===== config.mk =====
export PLATFORM = sky130hd
export DESIGN_NAME = cpu_flags_alu
export DESIGN_NICKNAME = d
export VERILOG_FILES = /design/src/inc/cpu_flags_pkg.sv /design/src/stack_ram.sv /design/src/cpu_flags_alu.sv
export SDC_FILE = /design/constraint.sdc
export NUM_CORES = 2
export LEC_CHECK = 0
export BUFFER_PORTS_ARGS = -buffer_cell sky130_fd_sc_hd__buf_2
export CORE_MARGIN = 2
export CORE_UTILIZATION = 55
export CTS_CLUSTER_SIZE = 8
export DETAILED_ROUTE_END_ITERATION = 8
export PLACE_DENSITY = 0.8
export SKIP_CTS_REPAIR_TIMING = 1
export SKIP_LAST_GASP = 1
export SLEW_MARGIN = 20
export SYNTH_ARGS = -nofsm -noshare
export SYNTH_HDL_FRONTEND = slang
export SYNTH_HIERARCHICAL = 1
export SYNTH_SLANG_ARGS = --single-unit

===== constraint.sdc =====
create_clock -name i_clk -period 13.8 [get_ports i_clk]
set_clock_uncertainty 0.15 [all_clocks]
set_input_delay 2.07 -clock i_clk [delete_from_list [all_inputs] [get_ports i_clk]]
set_output_delay 2.07 -clock i_clk [all_outputs]
set_load 0.01 [all_outputs]

===== src/inc/cpu_flags_pkg.sv =====
// Shared constants and types for the flags and ALU execution block
package cpu_flags_pkg;

    // ------------------------------------------------------------
    // Register map (byte addresses, one aligned word each)
    // ------------------------------------------------------------
    localparam int AXI_AW = 8;
    localparam logic [AXI_AW-1:0] ADDR_OP = 8'h00;
    localparam logic [AXI_AW-1:0] ADDR_DST = 8'h04;
    localparam logic [AXI_AW-1:0] ADDR_SRC = 8'h08;
    localparam logic [AXI_AW-1:0] ADDR_RESULT = 8'h0C;
    localparam logic [AXI_AW-1:0] ADDR_FLAGS = 8'h10;
    localparam logic [AXI_AW-1:0] ADDR_SP = 8'h14;
    localparam logic [AXI_AW-1:0] ADDR_PC = 8'h18;
    localparam logic [AXI_AW-1:0] ADDR_VECTOR_PC = 8'h1C;
    localparam logic [AXI_AW-1:0] ADDR_EVENT = 8'h20;
    localparam logic [AXI_AW-1:0] ADDR_STATUS = 8'h24;

    // ------------------------------------------------------------
    // Field positions and reset values
    // ------------------------------------------------------------
    localparam int FLAG_C = 7;
    localparam int FLAG_Z = 6;
    localparam int FLAG_S = 5;
    localparam int FLAG_V = 4;
    localparam int FLAG_D = 3;
    localparam int FLAG_H = 2;
    localparam int FLAG_USER2 = 1;
    localparam int FLAG_USER1 = 0;
    localparam logic [7:0] OPS_FLAG_MASK = 8'hFC;
    localparam int OP_MAP2_BIT = 8;
    localparam int EV_INTERRUPT = 0;
    localparam int EV_ILLEGAL = 1;
    localparam int EV_INTERRUPT_RETURN_OP = 2;
    localparam int ST_BUSY = 0;
    localparam int ST_UNSUPPORTED = 1;
    localparam int ST_BANK_LSB = 8;
    localparam int RES_WRITTEN = 8;
    localparam logic [7:0] FLAGS_RESET = 8'h00;
    localparam logic [15:0] PC_RESET = 16'h0000;
    localparam logic [1:0] RESP_OKAY = 2'h0;
    localparam logic [1:0] RESP_SLVERR = 2'h2;

    // ------------------------------------------------------------
    // Opcodes handled here
    // ------------------------------------------------------------
    localparam logic [7:0] OPC_SHIFT_R = 8'hC0;
    localparam logic [7:0] OPC_SHIFT_IR = 8'hC1;
    localparam logic [7:0] OPC_BANK_LOAD = 8'h01;
    localparam logic [7:0] OPC_WDOG = 8'h5F;
    localparam logic [7:0] OPC_TRAP = 8'hF2;
    localparam logic [7:0] OPC_SUB_LO = 8'h22;
    localparam logic [7:0] OPC_SUB_HI = 8'h29;
    localparam logic [7:0] OPC_SWAP_R = 8'hF0;
    localparam logic [7:0] OPC_SWAP_IR = 8'hF1;
    localparam logic [7:0] OPC_TCM_LO = 8'h62;
    localparam logic [7:0] OPC_TCM_HI = 8'h69;
    localparam logic [7:0] OPC_TM_LO = 8'h72;
    localparam logic [7:0] OPC_TM_HI = 8'h79;
    localparam logic [7:0] OPC_XOR_LO = 8'hB2;
    localparam logic [7:0] OPC_XOR_HI = 8'hB9;

    // ------------------------------------------------------------
    // Stack sequencer states, Gray coded along push and pop paths except the two-bit step from SEQ_IDLE to SEQ_POP_FLAGS
    // ------------------------------------------------------------
    typedef enum logic [2:0] {
        SEQ_IDLE = 3'h0,
        SEQ_PUSH_PC_HI = 3'h1,
        SEQ_PUSH_PC_LO = 3'h3,
        SEQ_PUSH_FLAGS = 3'h2,
        SEQ_POP_FLAGS = 3'h6,
        SEQ_POP_PC_HI = 3'h7,
        SEQ_POP_PC_LO = 3'h5,
        SEQ_POP_DONE = 3'h4
    } seq_state_t;

    // Result of one ALU operation
    typedef struct packed {
        logic known;
        logic store;
        logic [7:0] res;
        logic [7:0] flags;
    } alu_out_t;

endpackage


===== src/stack_ram.sv =====
// Small byte-wide stack memory with registered read data
`timescale 1ns/1ps

module stack_ram #(
    parameter int AW = 8,
    parameter int DW = 8
) (
    // Clock, reset, enable
    input wire logic i_clk,
    input wire logic i_rst,
    input wire logic i_ce,
    // Access port
    input wire logic i_we,
    input wire logic [AW-1:0] i_addr,
    input wire logic [DW-1:0] i_wdata,
    output logic [DW-1:0] o_rdata
);

    // ------------------------------------------------------------
    // Storage
    // ------------------------------------------------------------
    logic [DW-1:0] mem [2**AW];

    // Array has no reset; stacked contents are only valid once pushed
    always_ff @(posedge i_clk) begin
        if (i_ce && i_we) begin
            mem[i_addr] <= i_wdata;
        end
    end

    // Read data registered, one cycle after the address
    always_ff @(posedge i_clk or posedge i_rst) begin
        if (i_rst) begin
            o_rdata <= '0;
        end else if (i_ce) begin
            o_rdata <= mem[i_addr];
        end
    end

endmodule


===== src/cpu_flags_alu.sv =====
// Flags register, ALU operations and flag stacking behind an AXI4-Lite slave
`timescale 1ns/1ps

// Function
// - flags always show the outcome of the latest flag-setting operation
// - six operation flags; carry, overflow, zero, sign feed jump conditions
// - half-carry and decimal-adjust serve decimal maths only, never jump conditions
// - user bits change only by explicit write or interrupt return, never by arithmetic or jumps
// - user bits are not touched by reset and start undefined
// - interrupt, vector call and illegal trap push the whole flags byte
// - interrupt return reloads flags from the stacked byte
// - logical right shift: zero into bit 7, bit 0 to carry, sign cleared
// - vector call pushes PC then flags, loads PC from vector, flags kept
module cpu_flags_alu
    import cpu_flags_pkg::*;
#(
    parameter int STACK_AW = 8
) (
    // Clock, reset, enable
    input wire logic i_clk,
    input wire logic i_rst,
    input wire logic i_ce,
    // AXI4-Lite write address and data
    input wire logic i_awvalid,
    output logic o_awready,
    input wire logic [cpu_flags_pkg::AXI_AW-1:0] i_awaddr,
    input wire logic [2:0] i_awprot,
    input wire logic i_wvalid,
    output logic o_wready,
    input wire logic [31:0] i_wdata,
    input wire logic [3:0] i_wstrb,
    // AXI4-Lite write response
    output logic o_bvalid,
    input wire logic i_bready,
    output logic [1:0] o_bresp,
    // AXI4-Lite read
    input wire logic i_arvalid,
    output logic o_arready,
    input wire logic [cpu_flags_pkg::AXI_AW-1:0] i_araddr,
    input wire logic [2:0] i_arprot,
    output logic o_rvalid,
    input wire logic i_rready,
    output logic [31:0] o_rdata,
    output logic [1:0] o_rresp,
    // Execution side
    output logic [7:0] o_flags,
    output logic [15:0] o_pc,
    output logic [7:0] o_working_bank_pointer,
    output logic o_watchdog_refresh_op,
    output logic o_busy
);

    // ------------------------------------------------------------
    // State
    // ------------------------------------------------------------
    typedef struct packed {
        logic awready;
        logic wready;
        logic aw_have;
        logic [AXI_AW-1:0] awaddr;
        logic w_have;
        logic [31:0] wdata;
        logic [3:0] wstrb;
        logic bvalid;
        logic [1:0] bresp;
        logic arready;
        logic rvalid;
        logic [31:0] rdata;
        logic [1:0] rresp;
        seq_state_t seq;
        logic [7:0] ops_flags;
        logic [7:0] dst;
        logic [7:0] src;
        logic [7:0] result;
        logic wrote;
        logic [8:0] last_op;
        logic unsupported;
        logic [STACK_AW-1:0] sp;
        logic [15:0] pc;
        logic [15:0] vector_pc;
        logic [7:0] bank_ptr;
        logic wdog;
        logic busy;
    } state_t;

    localparam state_t STATE_RESET = '{
        awready: 1'b1, wready: 1'b1, aw_have: 1'b0, awaddr: '0, w_have: 1'b0,
        wdata: '0, wstrb: '0, bvalid: 1'b0, bresp: RESP_OKAY, arready: 1'b1,
        rvalid: 1'b0, rdata: '0, rresp: RESP_OKAY, seq: SEQ_IDLE,
        ops_flags: FLAGS_RESET, dst: '0, src: '0, result: '0, wrote: 1'b0,
        last_op: '0, unsupported: 1'b0, sp: '0, pc: PC_RESET, vector_pc: PC_RESET,
        bank_ptr: '0, wdog: 1'b0, busy: 1'b0
    };

    state_t r;
    state_t n;
    logic [1:0] user_reg;
    logic [1:0] user_next;
    logic mem_we;
    logic [STACK_AW-1:0] mem_addr;
    logic [7:0] mem_wdata;
    logic [7:0] mem_rdata;
    logic [31:0] wmerged;
    logic [31:0] rd_word;
    logic rd_hit;
    logic [7:0] flags_now;
    alu_out_t alu;

    // ------------------------------------------------------------
    // Helpers
    // ------------------------------------------------------------

    // Byte-lane merge of a write onto the current contents
    function automatic logic [31:0] lane_merge(input logic [31:0] old_v,
                                               input logic [31:0] new_v,
                                               input logic [3:0] strb);
        logic [31:0] v;
        v = old_v;
        for (int i = 0; i < 4; i++) begin
            if (strb[i]) begin
                v[i*8 +: 8] = new_v[i*8 +: 8];
            end
        end
        return v;
    endfunction

    // One ALU step; user bits of the incoming flags pass through untouched
    function automatic alu_out_t alu_step(input logic [8:0] op, input logic [7:0] d,
                                          input logic [7:0] s, input logic [7:0] f);
        alu_out_t o;
        logic [8:0] diff;
        o.known = 1'b1;
        o.store = 1'b0;
        o.res = d;
        o.flags = f;
        diff = {1'b0, d} - {1'b0, s};
        if (op[OP_MAP2_BIT]) begin
            if (op[7:0] == OPC_SHIFT_R || op[7:0] == OPC_SHIFT_IR) begin
                o.res = {1'b0, d[7:1]};
                o.store = 1'b1;
                o.flags[FLAG_C] = d[0];
                o.flags[FLAG_S] = 1'b0;
                // Overflow taken as sign xor carry of the result
                o.flags[FLAG_V] = d[0];
                o.flags[FLAG_Z] = (d[7:1] == 7'h00);
            end else begin
                o.known = 1'b0;
            end
        end else if (op[7:0] >= OPC_SUB_LO && op[7:0] <= OPC_SUB_HI) begin
            o.res = diff[7:0];
            o.store = 1'b1;
            o.flags[FLAG_C] = diff[8];
            o.flags[FLAG_Z] = (diff[7:0] == 8'h00);
            o.flags[FLAG_S] = diff[7];
            o.flags[FLAG_V] = (d[7] != s[7]) && (diff[7] != d[7]);
            o.flags[FLAG_H] = (d[3:0] < s[3:0]);
            o.flags[FLAG_D] = 1'b1;
        end else if (op[7:0] == OPC_SWAP_R || op[7:0] == OPC_SWAP_IR) begin
            // Carry and overflow are undefined here; they simply hold
            o.res = {d[3:0], d[7:4]};
            o.store = 1'b1;
            o.flags[FLAG_Z] = (d == 8'h00);
            o.flags[FLAG_S] = d[3];
        end else if ((op[7:0] >= OPC_TCM_LO && op[7:0] <= OPC_TCM_HI)
                     || (op[7:0] >= OPC_TM_LO && op[7:0] <= OPC_TM_HI)
                     || (op[7:0] >= OPC_XOR_LO && op[7:0] <= OPC_XOR_HI)) begin
            if (op[7:0] <= OPC_TCM_HI) begin
                o.res = ~d & s;
            end else if (op[7:0] <= OPC_TM_HI) begin
                o.res = d & s;
            end else begin
                o.res = d ^ s;
                o.store = 1'b1;
            end
            o.flags[FLAG_Z] = (o.res == 8'h00);
            o.flags[FLAG_S] = o.res[7];
            o.flags[FLAG_V] = 1'b0;
            if (!o.store) begin
                o.res = d;
            end
        end else begin
            o.known = 1'b0;
        end
        return o;
    endfunction

    // ------------------------------------------------------------
    // Combinational helpers
    // ------------------------------------------------------------
    assign flags_now = {r.ops_flags[FLAG_C:FLAG_H], user_reg};
    assign wmerged = lane_merge(32'h0000_0000, r.wdata, r.wstrb);
    assign alu = alu_step({wmerged[OP_MAP2_BIT], wmerged[7:0]}, r.dst, r.src, r.ops_flags);

    // Read mux over the current state
    always_comb begin
        rd_hit = 1'b1;
        rd_word = 32'h0000_0000;
        case (i_araddr)
            ADDR_OP: rd_word[8:0] = r.last_op;
            ADDR_DST: rd_word[7:0] = r.dst;
            ADDR_SRC: rd_word[7:0] = r.src;
            ADDR_RESULT: rd_word[8:0] = {r.wrote, r.result};
            ADDR_FLAGS: rd_word[7:0] = flags_now;
            ADDR_SP: rd_word[STACK_AW-1:0] = r.sp;
            ADDR_PC: rd_word[15:0] = r.pc;
            ADDR_VECTOR_PC: rd_word[15:0] = r.vector_pc;
            ADDR_EVENT: rd_word = 32'h0000_0000;
            ADDR_STATUS: begin
                rd_word[ST_BUSY] = r.busy;
                rd_word[ST_UNSUPPORTED] = r.unsupported;
                rd_word[ST_BANK_LSB +: 8] = r.bank_ptr;
            end
            default: rd_hit = 1'b0;
        endcase
    end

    // ------------------------------------------------------------
    // Next-state logic
    // ------------------------------------------------------------
    always_comb begin
        n = r;
        n.wdog = 1'b0;
        user_next = user_reg;
        mem_we = 1'b0;
        mem_addr = r.sp;
        mem_wdata = 8'h00;

        // Address and data channels are captured independently
        if (r.awready && i_awvalid) begin
            n.aw_have = 1'b1;
            n.awaddr = i_awaddr;
        end
        if (r.wready && i_wvalid) begin
            n.w_have = 1'b1;
            n.wdata = i_wdata;
            n.wstrb = i_wstrb;
        end
        if (r.bvalid && i_bready) begin
            n.bvalid = 1'b0;
        end

        // Perform a write once both halves are held and no response waits
        if (r.aw_have && r.w_have && !r.bvalid) begin
            n.aw_have = 1'b0;
            n.w_have = 1'b0;
            n.bvalid = 1'b1;
            n.bresp = RESP_OKAY;
            case (r.awaddr)
                ADDR_OP: begin
                    // Ops are dropped while the stack sequencer runs
                    if (!r.busy && r.wstrb[0]) begin
                        n.last_op = {wmerged[OP_MAP2_BIT], wmerged[7:0]};
                        n.unsupported = 1'b0;
                        if (!wmerged[OP_MAP2_BIT] && wmerged[7:0] == OPC_BANK_LOAD) begin
                            n.bank_ptr = r.src;
                        end else if (!wmerged[OP_MAP2_BIT] && wmerged[7:0] == OPC_WDOG) begin
                            n.wdog = 1'b1;
                        end else if (!wmerged[OP_MAP2_BIT] && wmerged[7:0] == OPC_TRAP) begin
                            n.seq = SEQ_PUSH_PC_HI;
                            n.busy = 1'b1;
                        end else if (alu.known) begin
                            n.ops_flags = alu.flags & OPS_FLAG_MASK;
                            n.result = alu.res;
                            n.wrote = alu.store;
                            if (alu.store) begin
                                n.dst = alu.res;
                            end
                        end else begin
                            n.unsupported = 1'b1;
                        end
                    end
                end
                ADDR_DST: n.dst = 8'(lane_merge({24'h0, r.dst}, r.wdata, r.wstrb));
                ADDR_SRC: n.src = wmerged[7:0] | (r.wstrb[0] ? 8'h00 : r.src);
                ADDR_FLAGS: begin
                    if (!r.busy && r.wstrb[0]) begin
                        n.ops_flags = r.wdata[7:0] & OPS_FLAG_MASK;
                        user_next = r.wdata[FLAG_USER2:FLAG_USER1];
                    end
                end
                ADDR_SP: begin
                    if (!r.busy) begin
                        n.sp = STACK_AW'(lane_merge({{(32-STACK_AW){1'b0}}, r.sp}, r.wdata,
                                                    r.wstrb));
                    end
                end
                ADDR_PC: begin
                    if (!r.busy) begin
                        n.pc = 16'(lane_merge({16'h0, r.pc}, r.wdata, r.wstrb));
                    end
                end
                ADDR_VECTOR_PC: n.vector_pc = 16'(lane_merge({16'h0, r.vector_pc}, r.wdata,
                                                             r.wstrb));
                ADDR_EVENT: begin
                    if (!r.busy && r.wstrb[0]) begin
                        if (r.wdata[EV_INTERRUPT] || r.wdata[EV_ILLEGAL]) begin
                            n.seq = SEQ_PUSH_PC_HI;
                            n.busy = 1'b1;
                        end else if (r.wdata[EV_INTERRUPT_RETURN_OP]) begin
                            n.seq = SEQ_POP_FLAGS;
                            n.busy = 1'b1;
                        end
                    end
                end
                ADDR_RESULT, ADDR_STATUS: begin
                end
                default: n.bresp = RESP_SLVERR;
            endcase
        end
        n.awready = !n.aw_have;
        n.wready = !n.w_have;

        // Read channel: one outstanding read, answered the cycle after
        if (r.rvalid && i_rready) begin
            n.rvalid = 1'b0;
        end
        if (r.arready && i_arvalid) begin
            n.rvalid = 1'b1;
            n.rdata = rd_word;
            n.rresp = rd_hit ? RESP_OKAY : RESP_SLVERR;
        end
        n.arready = !n.rvalid;

        // Stack sequencer; flags never change on the push path
        case (r.seq)
            SEQ_IDLE: begin
            end
            SEQ_PUSH_PC_HI: begin
                mem_we = 1'b1;
                mem_addr = STACK_AW'(r.sp - STACK_AW'(2));
                mem_wdata = r.pc[15:8];
                n.sp = STACK_AW'(r.sp - STACK_AW'(2));
                n.seq = SEQ_PUSH_PC_LO;
            end
            SEQ_PUSH_PC_LO: begin
                mem_we = 1'b1;
                mem_addr = STACK_AW'(r.sp + STACK_AW'(1));
                mem_wdata = r.pc[7:0];
                n.seq = SEQ_PUSH_FLAGS;
            end
            SEQ_PUSH_FLAGS: begin
                mem_we = 1'b1;
                mem_addr = STACK_AW'(r.sp - STACK_AW'(1));
                mem_wdata = flags_now;
                n.sp = STACK_AW'(r.sp - STACK_AW'(1));
                n.pc = r.vector_pc;
                n.seq = SEQ_IDLE;
                n.busy = 1'b0;
            end
            SEQ_POP_FLAGS: begin
                mem_addr = r.sp;
                n.seq = SEQ_POP_PC_HI;
            end
            SEQ_POP_PC_HI: begin
                mem_addr = STACK_AW'(r.sp + STACK_AW'(1));
                n.ops_flags = mem_rdata & OPS_FLAG_MASK;
                user_next = mem_rdata[FLAG_USER2:FLAG_USER1];
                n.seq = SEQ_POP_PC_LO;
            end
            SEQ_POP_PC_LO: begin
                mem_addr = STACK_AW'(r.sp + STACK_AW'(2));
                n.pc[15:8] = mem_rdata;
                n.seq = SEQ_POP_DONE;
            end
            SEQ_POP_DONE: begin
                n.pc[7:0] = mem_rdata;
                n.sp = STACK_AW'(r.sp + STACK_AW'(3));
                n.seq = SEQ_IDLE;
                n.busy = 1'b0;
            end
            default: begin
                n.seq = SEQ_IDLE;
                n.busy = 1'b0;
            end
        endcase
    end

    // ------------------------------------------------------------
    // Registers
    // ------------------------------------------------------------
    always_ff @(posedge i_clk or posedge i_rst) begin
        if (i_rst) begin
            r <= STATE_RESET;
        end else if (i_ce) begin
            r <= n;
        end
    end

    // User bits carry no reset so a reset leaves them as they were
    always_ff @(posedge i_clk) begin
        if (i_ce) begin
            user_reg <= user_next;
        end
    end

    // ------------------------------------------------------------
    // Stack memory
    // ------------------------------------------------------------
    stack_ram #(
        .AW(STACK_AW),
        .DW(8)
    ) u_stack (
        .i_clk(i_clk),
        .i_rst(i_rst),
        .i_ce(i_ce),
        .i_we(mem_we),
        .i_addr(mem_addr),
        .i_wdata(mem_wdata),
        .o_rdata(mem_rdata)
    );

    // ------------------------------------------------------------
    // Outputs, all straight from flip-flops
    // ------------------------------------------------------------
    assign o_awready = r.awready;
    assign o_wready = r.wready;
    assign o_bvalid = r.bvalid;
    assign o_bresp = r.bresp;
    assign o_arready = r.arready;
    assign o_rvalid = r.rvalid;
    assign o_rdata = r.rdata;
    assign o_rresp = r.rresp;
    // Jump conditions use C V Z S only; D H and user bits are for readers
    assign o_flags = flags_now;
    assign o_pc = r.pc;
    assign o_working_bank_pointer = r.bank_ptr;
    assign o_watchdog_refresh_op = r.wdog;
    assign o_busy = r.busy;

endmodule


== Word-level counts from Yosys, hierarchy flattened ==
Memory sizes are Yosys's and may differ from the RTL's. A register that Yosys moved wholly into a read port is not among the register bits.
Cells that the tools add are included.

* Register bits: 167
* Bits in writable memories: 2,048
* Input bits: 66
* Output and inout bits: 75
* Memories kept: 1

{| class="wikitable"
|+ Memory list
! name !! words !! width !! rd ports !! clocked after Yosys merged registers in !! wr ports !! line !! RTL
|-
| u_stack.mem || 256 || 8 || 1 || 1 || 1 || stack_ram.sv:22 || <nowiki>logic [DW-1:0] mem [2**AW];</nowiki>
|}

* Add/subtract/negate cells: 6
* $lt $le $gt $ge: 9
* Equality and inequality tests: 69
* Muxes and demuxes: 108
* Bitwise operators: 8
* Reduce and logical (&&, ||, !) cells: 80

{| class="wikitable"
|+ Operators by type and width
! cell !! number
|-
| two-way mux 8 bit || 20
|-
| two-way mux 96 bit || 1
|-
| two-way mux 19 bit || 5
|-
| two-way mux 9 bit || 9
|-
| two-way mux 16 bit || 5
|-
| == test 8 x 5 -> 1 bit (second input constant) || 8
|-
| one-hot mux 8 bit (2 select lines) || 4
|-
| one-hot mux 6 bit (8 select lines) || 1
|-
| one-hot mux 8 bit (3 select lines) || 2
|-
| == test 8 bit (second input constant) || 5
|-
| zero test 8 bit || 5
|-
| != test 8 bit (second input constant) || 5
|-
| != test 3 bit (second input constant) || 13
|-
| two-way mux 37 bit || 1
|-
| two-way mux 35 bit || 1
|-
| AND reduction 11 bit || 3
|-
| == test 8 x 4 -> 1 bit (second input constant) || 4
|-
| == test 8 x 6 -> 1 bit (second input constant) || 4
|-
| two-way mux 1 bit || 32
|-
| one-hot mux 8 bit (4 select lines) || 1
|-
| nonzero test 3 bit || 8
|-
| two-way mux 3 bit || 7
|-
| one-hot mux 7 bit (3 select lines) || 1
|-
| two-way mux 2 bit || 10
|-
| 58 further kinds || 125
|}

== Logic depth before layout (Yosys ltp) ==
* Word-level depth: 23
* Gate-level depth with buffers: 19
* Depth with buffers taken out: 15

== By module ==
Netlist, hierarchy kept.

{| class="wikitable"
|+ Modules (own cells, without submodules)
! module !! times used !! cells an instance !! area an instance (sq um) !! sequential area each (sq um)
|-
| stack_ram || 1 || 3,805 || 80,051.8 || 61,699.2
|-
| cpu_flags_alu || 1 || 1,090 || 9,905.8 || 3,692.3
|}

== Least setup slack after synthesis ==
OpenSTA, ideal clock, no wires.

* Kind: reg-to-reg
* From: register r[94] (netlist bit)
* To: memory u_stack.mem[0][6] (data pin)
* Library setup time: 1.390 ns
* Data arrival time: 7.384 ns
* Data required time: 12.260 ns
* Path slack: 4.877 ns
* Stages on the path, launching flop included: 7
* Buffers on the path: 3
* Clock period less this slack: 8.923 ns
* Cells stage by stage: dfrtp_1 > clkbuf_1 > buf_1 > clkbuf_1 > mux2_2 > a22oi_1 > nor2_1

* Cells in the longest elaborated chain, start to end: 2
* Elaborated cells on any way between the ends: 4
* Those cells by class: eq/ne: 3; mux: 1

{| class="wikitable"
|+ Ends and longest elaborated chain
! element !! line !! RTL
|-
| from (decl) || cpu_flags_alu.sv:95 || <nowiki>state_t r;</nowiki>
|-
| from (signal assigned) || cpu_flags_alu.sv:385 || <nowiki>r <= n;</nowiki>
|-
| == test 3 x 2 -> 1 bit / == test 3 x 1 -> 1 bit (equally long branches) || cpu_flags_alu.sv:325 || <nowiki>case (r.seq)</nowiki>
|-
| one-hot mux 8 bit (3 select lines) (*) || cpu_flags_alu.sv:325 ||
|-
| net mem_wdata[6] || cpu_flags_alu.sv:101 || <nowiki>logic [7:0] mem_wdata;</nowiki>
|-
| to (decl) || stack_ram.sv:22 ||
|}

The timed path passes the listed nets; every way through them passes the cells marked *.

== Worst setup path in the final report ==
* From: register r[94] (netlist bit)
* To: register u_stack.o_rdata[5], read port of u_stack.mem

* Cells in the longest elaborated chain, start to end: 3
* Elaborated cells on any way between the ends: 7
* Those cells by class: eq/ne: 5; mux: 1; reduce/logical: 1

{| class="wikitable"
|+ Ends and longest elaborated chain
! element !! line !! RTL
|-
| == test 3 bit / == test 3 x 2 -> 1 bit (equally long branches) || cpu_flags_alu.sv:325 ||
|-
| OR reduction 2 bit (no source line) || -- ||
|-
| one-hot mux 8 bit (4 select lines) (*) || cpu_flags_alu.sv:325 ||
|-
| net mem_addr[1] || cpu_flags_alu.sv:100 || <nowiki>logic [STACK_AW-1:0] mem_addr;</nowiki>
|-
| to (decl) || stack_ram.sv:16 || <nowiki>output logic [DW-1:0] o_rdata</nowiki>
|}

Marked as above.
A chain may end at the register's enable or synchronous reset.

==> out/metrics.cfg <==
[synthesis]
syn_area_mm2 = 0.0900
ys_ff_latch = 2203
yosysWarnings = 6
synth_adder_area_share_pct = 0.426
async_flop_share_pct = 6.95
synth_area_leader_cell = edfxtp_1
synth-xor-area-share_pct = 0.146
synth_cell_types = 96
yosysTopAreaCellShare_pct = 68.4
synth_top_family_by_area = multiplexers
synth_simple_gate_area_share_pct = 4.84
yosys.cell_count.top_type = edfxtp_1
syn_avg_cell_area_um2 = 18.4
synthMuxAreaShare_pct = 15.1
synthTopCellsByArea = edfxtp_1 (68%), mux4_2 (12%), dfrtp_1 (4.2%), mux2i_1 (2.0%), nor2_1 (1.6%)
ys_top_cells_by_count = edfxtp_1 (2050), mux4_2 (479), nor2_1 (393), nand2_1 (258), mux2i_1 (178)
synth_edf_count = 2050
syn-instance-count = 4895
synthFlopType = edfxtp_1
synth-compound-area-share_pct = 4.20
ys_seq_area_share_pct = 72.7

[placed_design]
postPlaceCellArea_mm2 = 0.0920
dpl.hpwl_um = 143000
portBuffers = 98
gp_congestion = 0.948

[cts]
clk_pin_slew_ps = 60
max-clock-path-buffers = 4
clk_latency_ps = 930
htreeDepth = 5
cts_root_buffer = clkbuf_16
numCtsBuffers = 326
cts_tree = done
numClockSinks = 2203

[critical_path]
cp-end-kind = flop
timing.critical_path.required_ps = 14500
crit_path_top_delay_cell = dfrtp_1
critical_path.cell_chain = inv_1 -> nor2_1 -> a21oi_1 -> o21ai_4 -> buf_4 -> buf_4 -> buf_4 -> buf_4 -> mux4_2 -> o22ai_1 -> nor3_1 -> o22ai_1 -> nor4_1 -> o32a_1
r2r_start = r[94]
cp-start-kind = flop
arrival_ps = 7940
startpoint = r[94]
worstPathMaxFanout = 47
cpMostUsedCell = buf_4
path_class = reg -> reg
cp_slowest_stage_delay_ps = 990

[sta]
rsz0062_at_grt = false
timing.setup.tns_ps = 0
period_minus_slack_ps = 7250
setup_viol = 0
relSlewSlack_pct = 19.7
finalCritPeriodShare_pct = 52.5
hold_viol_final = 0
fmax_mhz = 138
worst_pin_slew_ps = 1200
slew_viol_final = 0

[global_routing]
grt_pass1_vias = 51900
antenna_found_initial = 10
track_usage_pct = 30.5
grt.overflow.total = 0
grt_max_degree = 240
grt_pass1_wl_um = 368000

[final_layout]
top_regs = u_stack/mem: 2048 flops, r: 82 flops
drive_above_1_share_pct = 22.7
fin_area_mm2 = 0.101
area.growth.synth_to_final_pct = 12.0
layout.nets = 5172
regMostFlops = u_stack/mem
largest_reg_flops = 2048

[drt]
drt-total-wl_um = 256000
drt-initial-drc-count = 8757
drtAntennaViolNets = 0
wire_per_inst_um = 35.0
drc = 0
vias = 52000
dr.pass1.iters = 8
vias_per_cell = 7.11

[pwr]
p_per_area_mw_per_mm2 = 253
cellLeakagePower_nw = 33.9
vdd_ir_drop_max_uv = 335

[floorplanning]
ios = 141
chipHeight_um = 408
rows = 148
initial_core_util_pct = 55.3
core_area_mm2 = 0.163
dieArea_mm2 = 0.167
die_w_um = 408

[min_path]
hold_class = reg -> reg
min_from = o_rdata[15]

[flow_run]
cap_violations = 0

[run_status]
outcome = completed

-- routing by layer --
metal / vias to the layer above / wire length (µm) / track usage [%]
met2: 4917 / 119000 / 46.7
li1: 20000 / - / -
met5: - / 49 / 0
met1: 26000 / 83600 / 39.4
met3: 1037 / 35900 / 8.48
met4: 8 / 17200 / 17.8
-- cell type report --
cell class,count,area [µm²]
diodes,6,15.0
clock buffers,371,8460
clock inverters,10,108
fillers,10500,61800
inverters,43,171
multi-input cells,2310,22500
flip-flops and latches,2203,65400
well taps,2175,2720
repair buffers,192,1360
-- worst paths after layout --
kind,slack (ps),cells after the start,end
max,6550,14,u_stack/o_rdata[5]
min,330,2,o_rdata[15]
max reg2reg,6550,14,u_stack/o_rdata[5]
min reg2reg,330,2,o_rdata[15]
max in group asynchronous,10870,3,o_flags[4]
min in group asynchronous,1080,2,u_stack/o_rdata[1]
-- metrics by stage --
step | cells | power [mW] | util, % | worst slack (ps) | hold WS (ps)
3_5_place_dp | 6919 | 18.1 | 56.6 | 6860 | 318
4_1_cts | 7300 | 25.2 | 61.9 | 6830 | 329
3_3_place_gp | 6919 | 17.9 | 56.6 | 6890 | 306
2_1_floorplan | 4912 | 15.0 | - | 4880 | 285
5_1_grt | 7304 | 26.0 | 62.0 | 6400 | 356
6_report | 7310 | 25.5 | 62.0 | 6550 | 325
-- kinds of logic after synthesis --
logic type,count (synthesis)
simple gates,950
other cells,1
xor+xnor,15
fa+ha+maj,30
compound gates,547
mux,750
flops,2203
buf+inv,399
-- critical path: cells and delay by family (launching register included) --
family | cells | cell delay (ps)
buffers and inverters | 5 | 2890
DFF | 1 | 990
AOI/OAI and AO/OA | 5 | 940
muxes | 1 | 410
and+or+nand+nor | 3 | 1620
-- power breakdown --
group / total [mW] / switching [mW] / leakage (nW) / internal [mW]
registers: 8.14 / 0.308 / 21.4 / 7.84
clock network: 6.93 / 2.68 / 4.20 / 4.25
logic: 10.4 / 6.66 / 8.27 / 3.76
-- cells in the final DEF, fill, tap and decap left out, types with 31 or more instances in the layout --
cell / count
mux4_2: 479
dfrtp_1: 150
mux2_2: 85
inv_1: 39
clkbuf_16: 332
nor2_1: 384
clkbuf_1: 38
nor3_1: 44
a32oi_1: 31
o22ai_1: 56
mux2i_1: 178
buf_4: 80
o21ai_0: 79
a21oi_1: 106
nand3_1: 71
a22oi_1: 65
buf_2: 98
nand2_1: 257
edfxtp_1: 2050
Note: power is estimated with default switching activity, not from simulation.
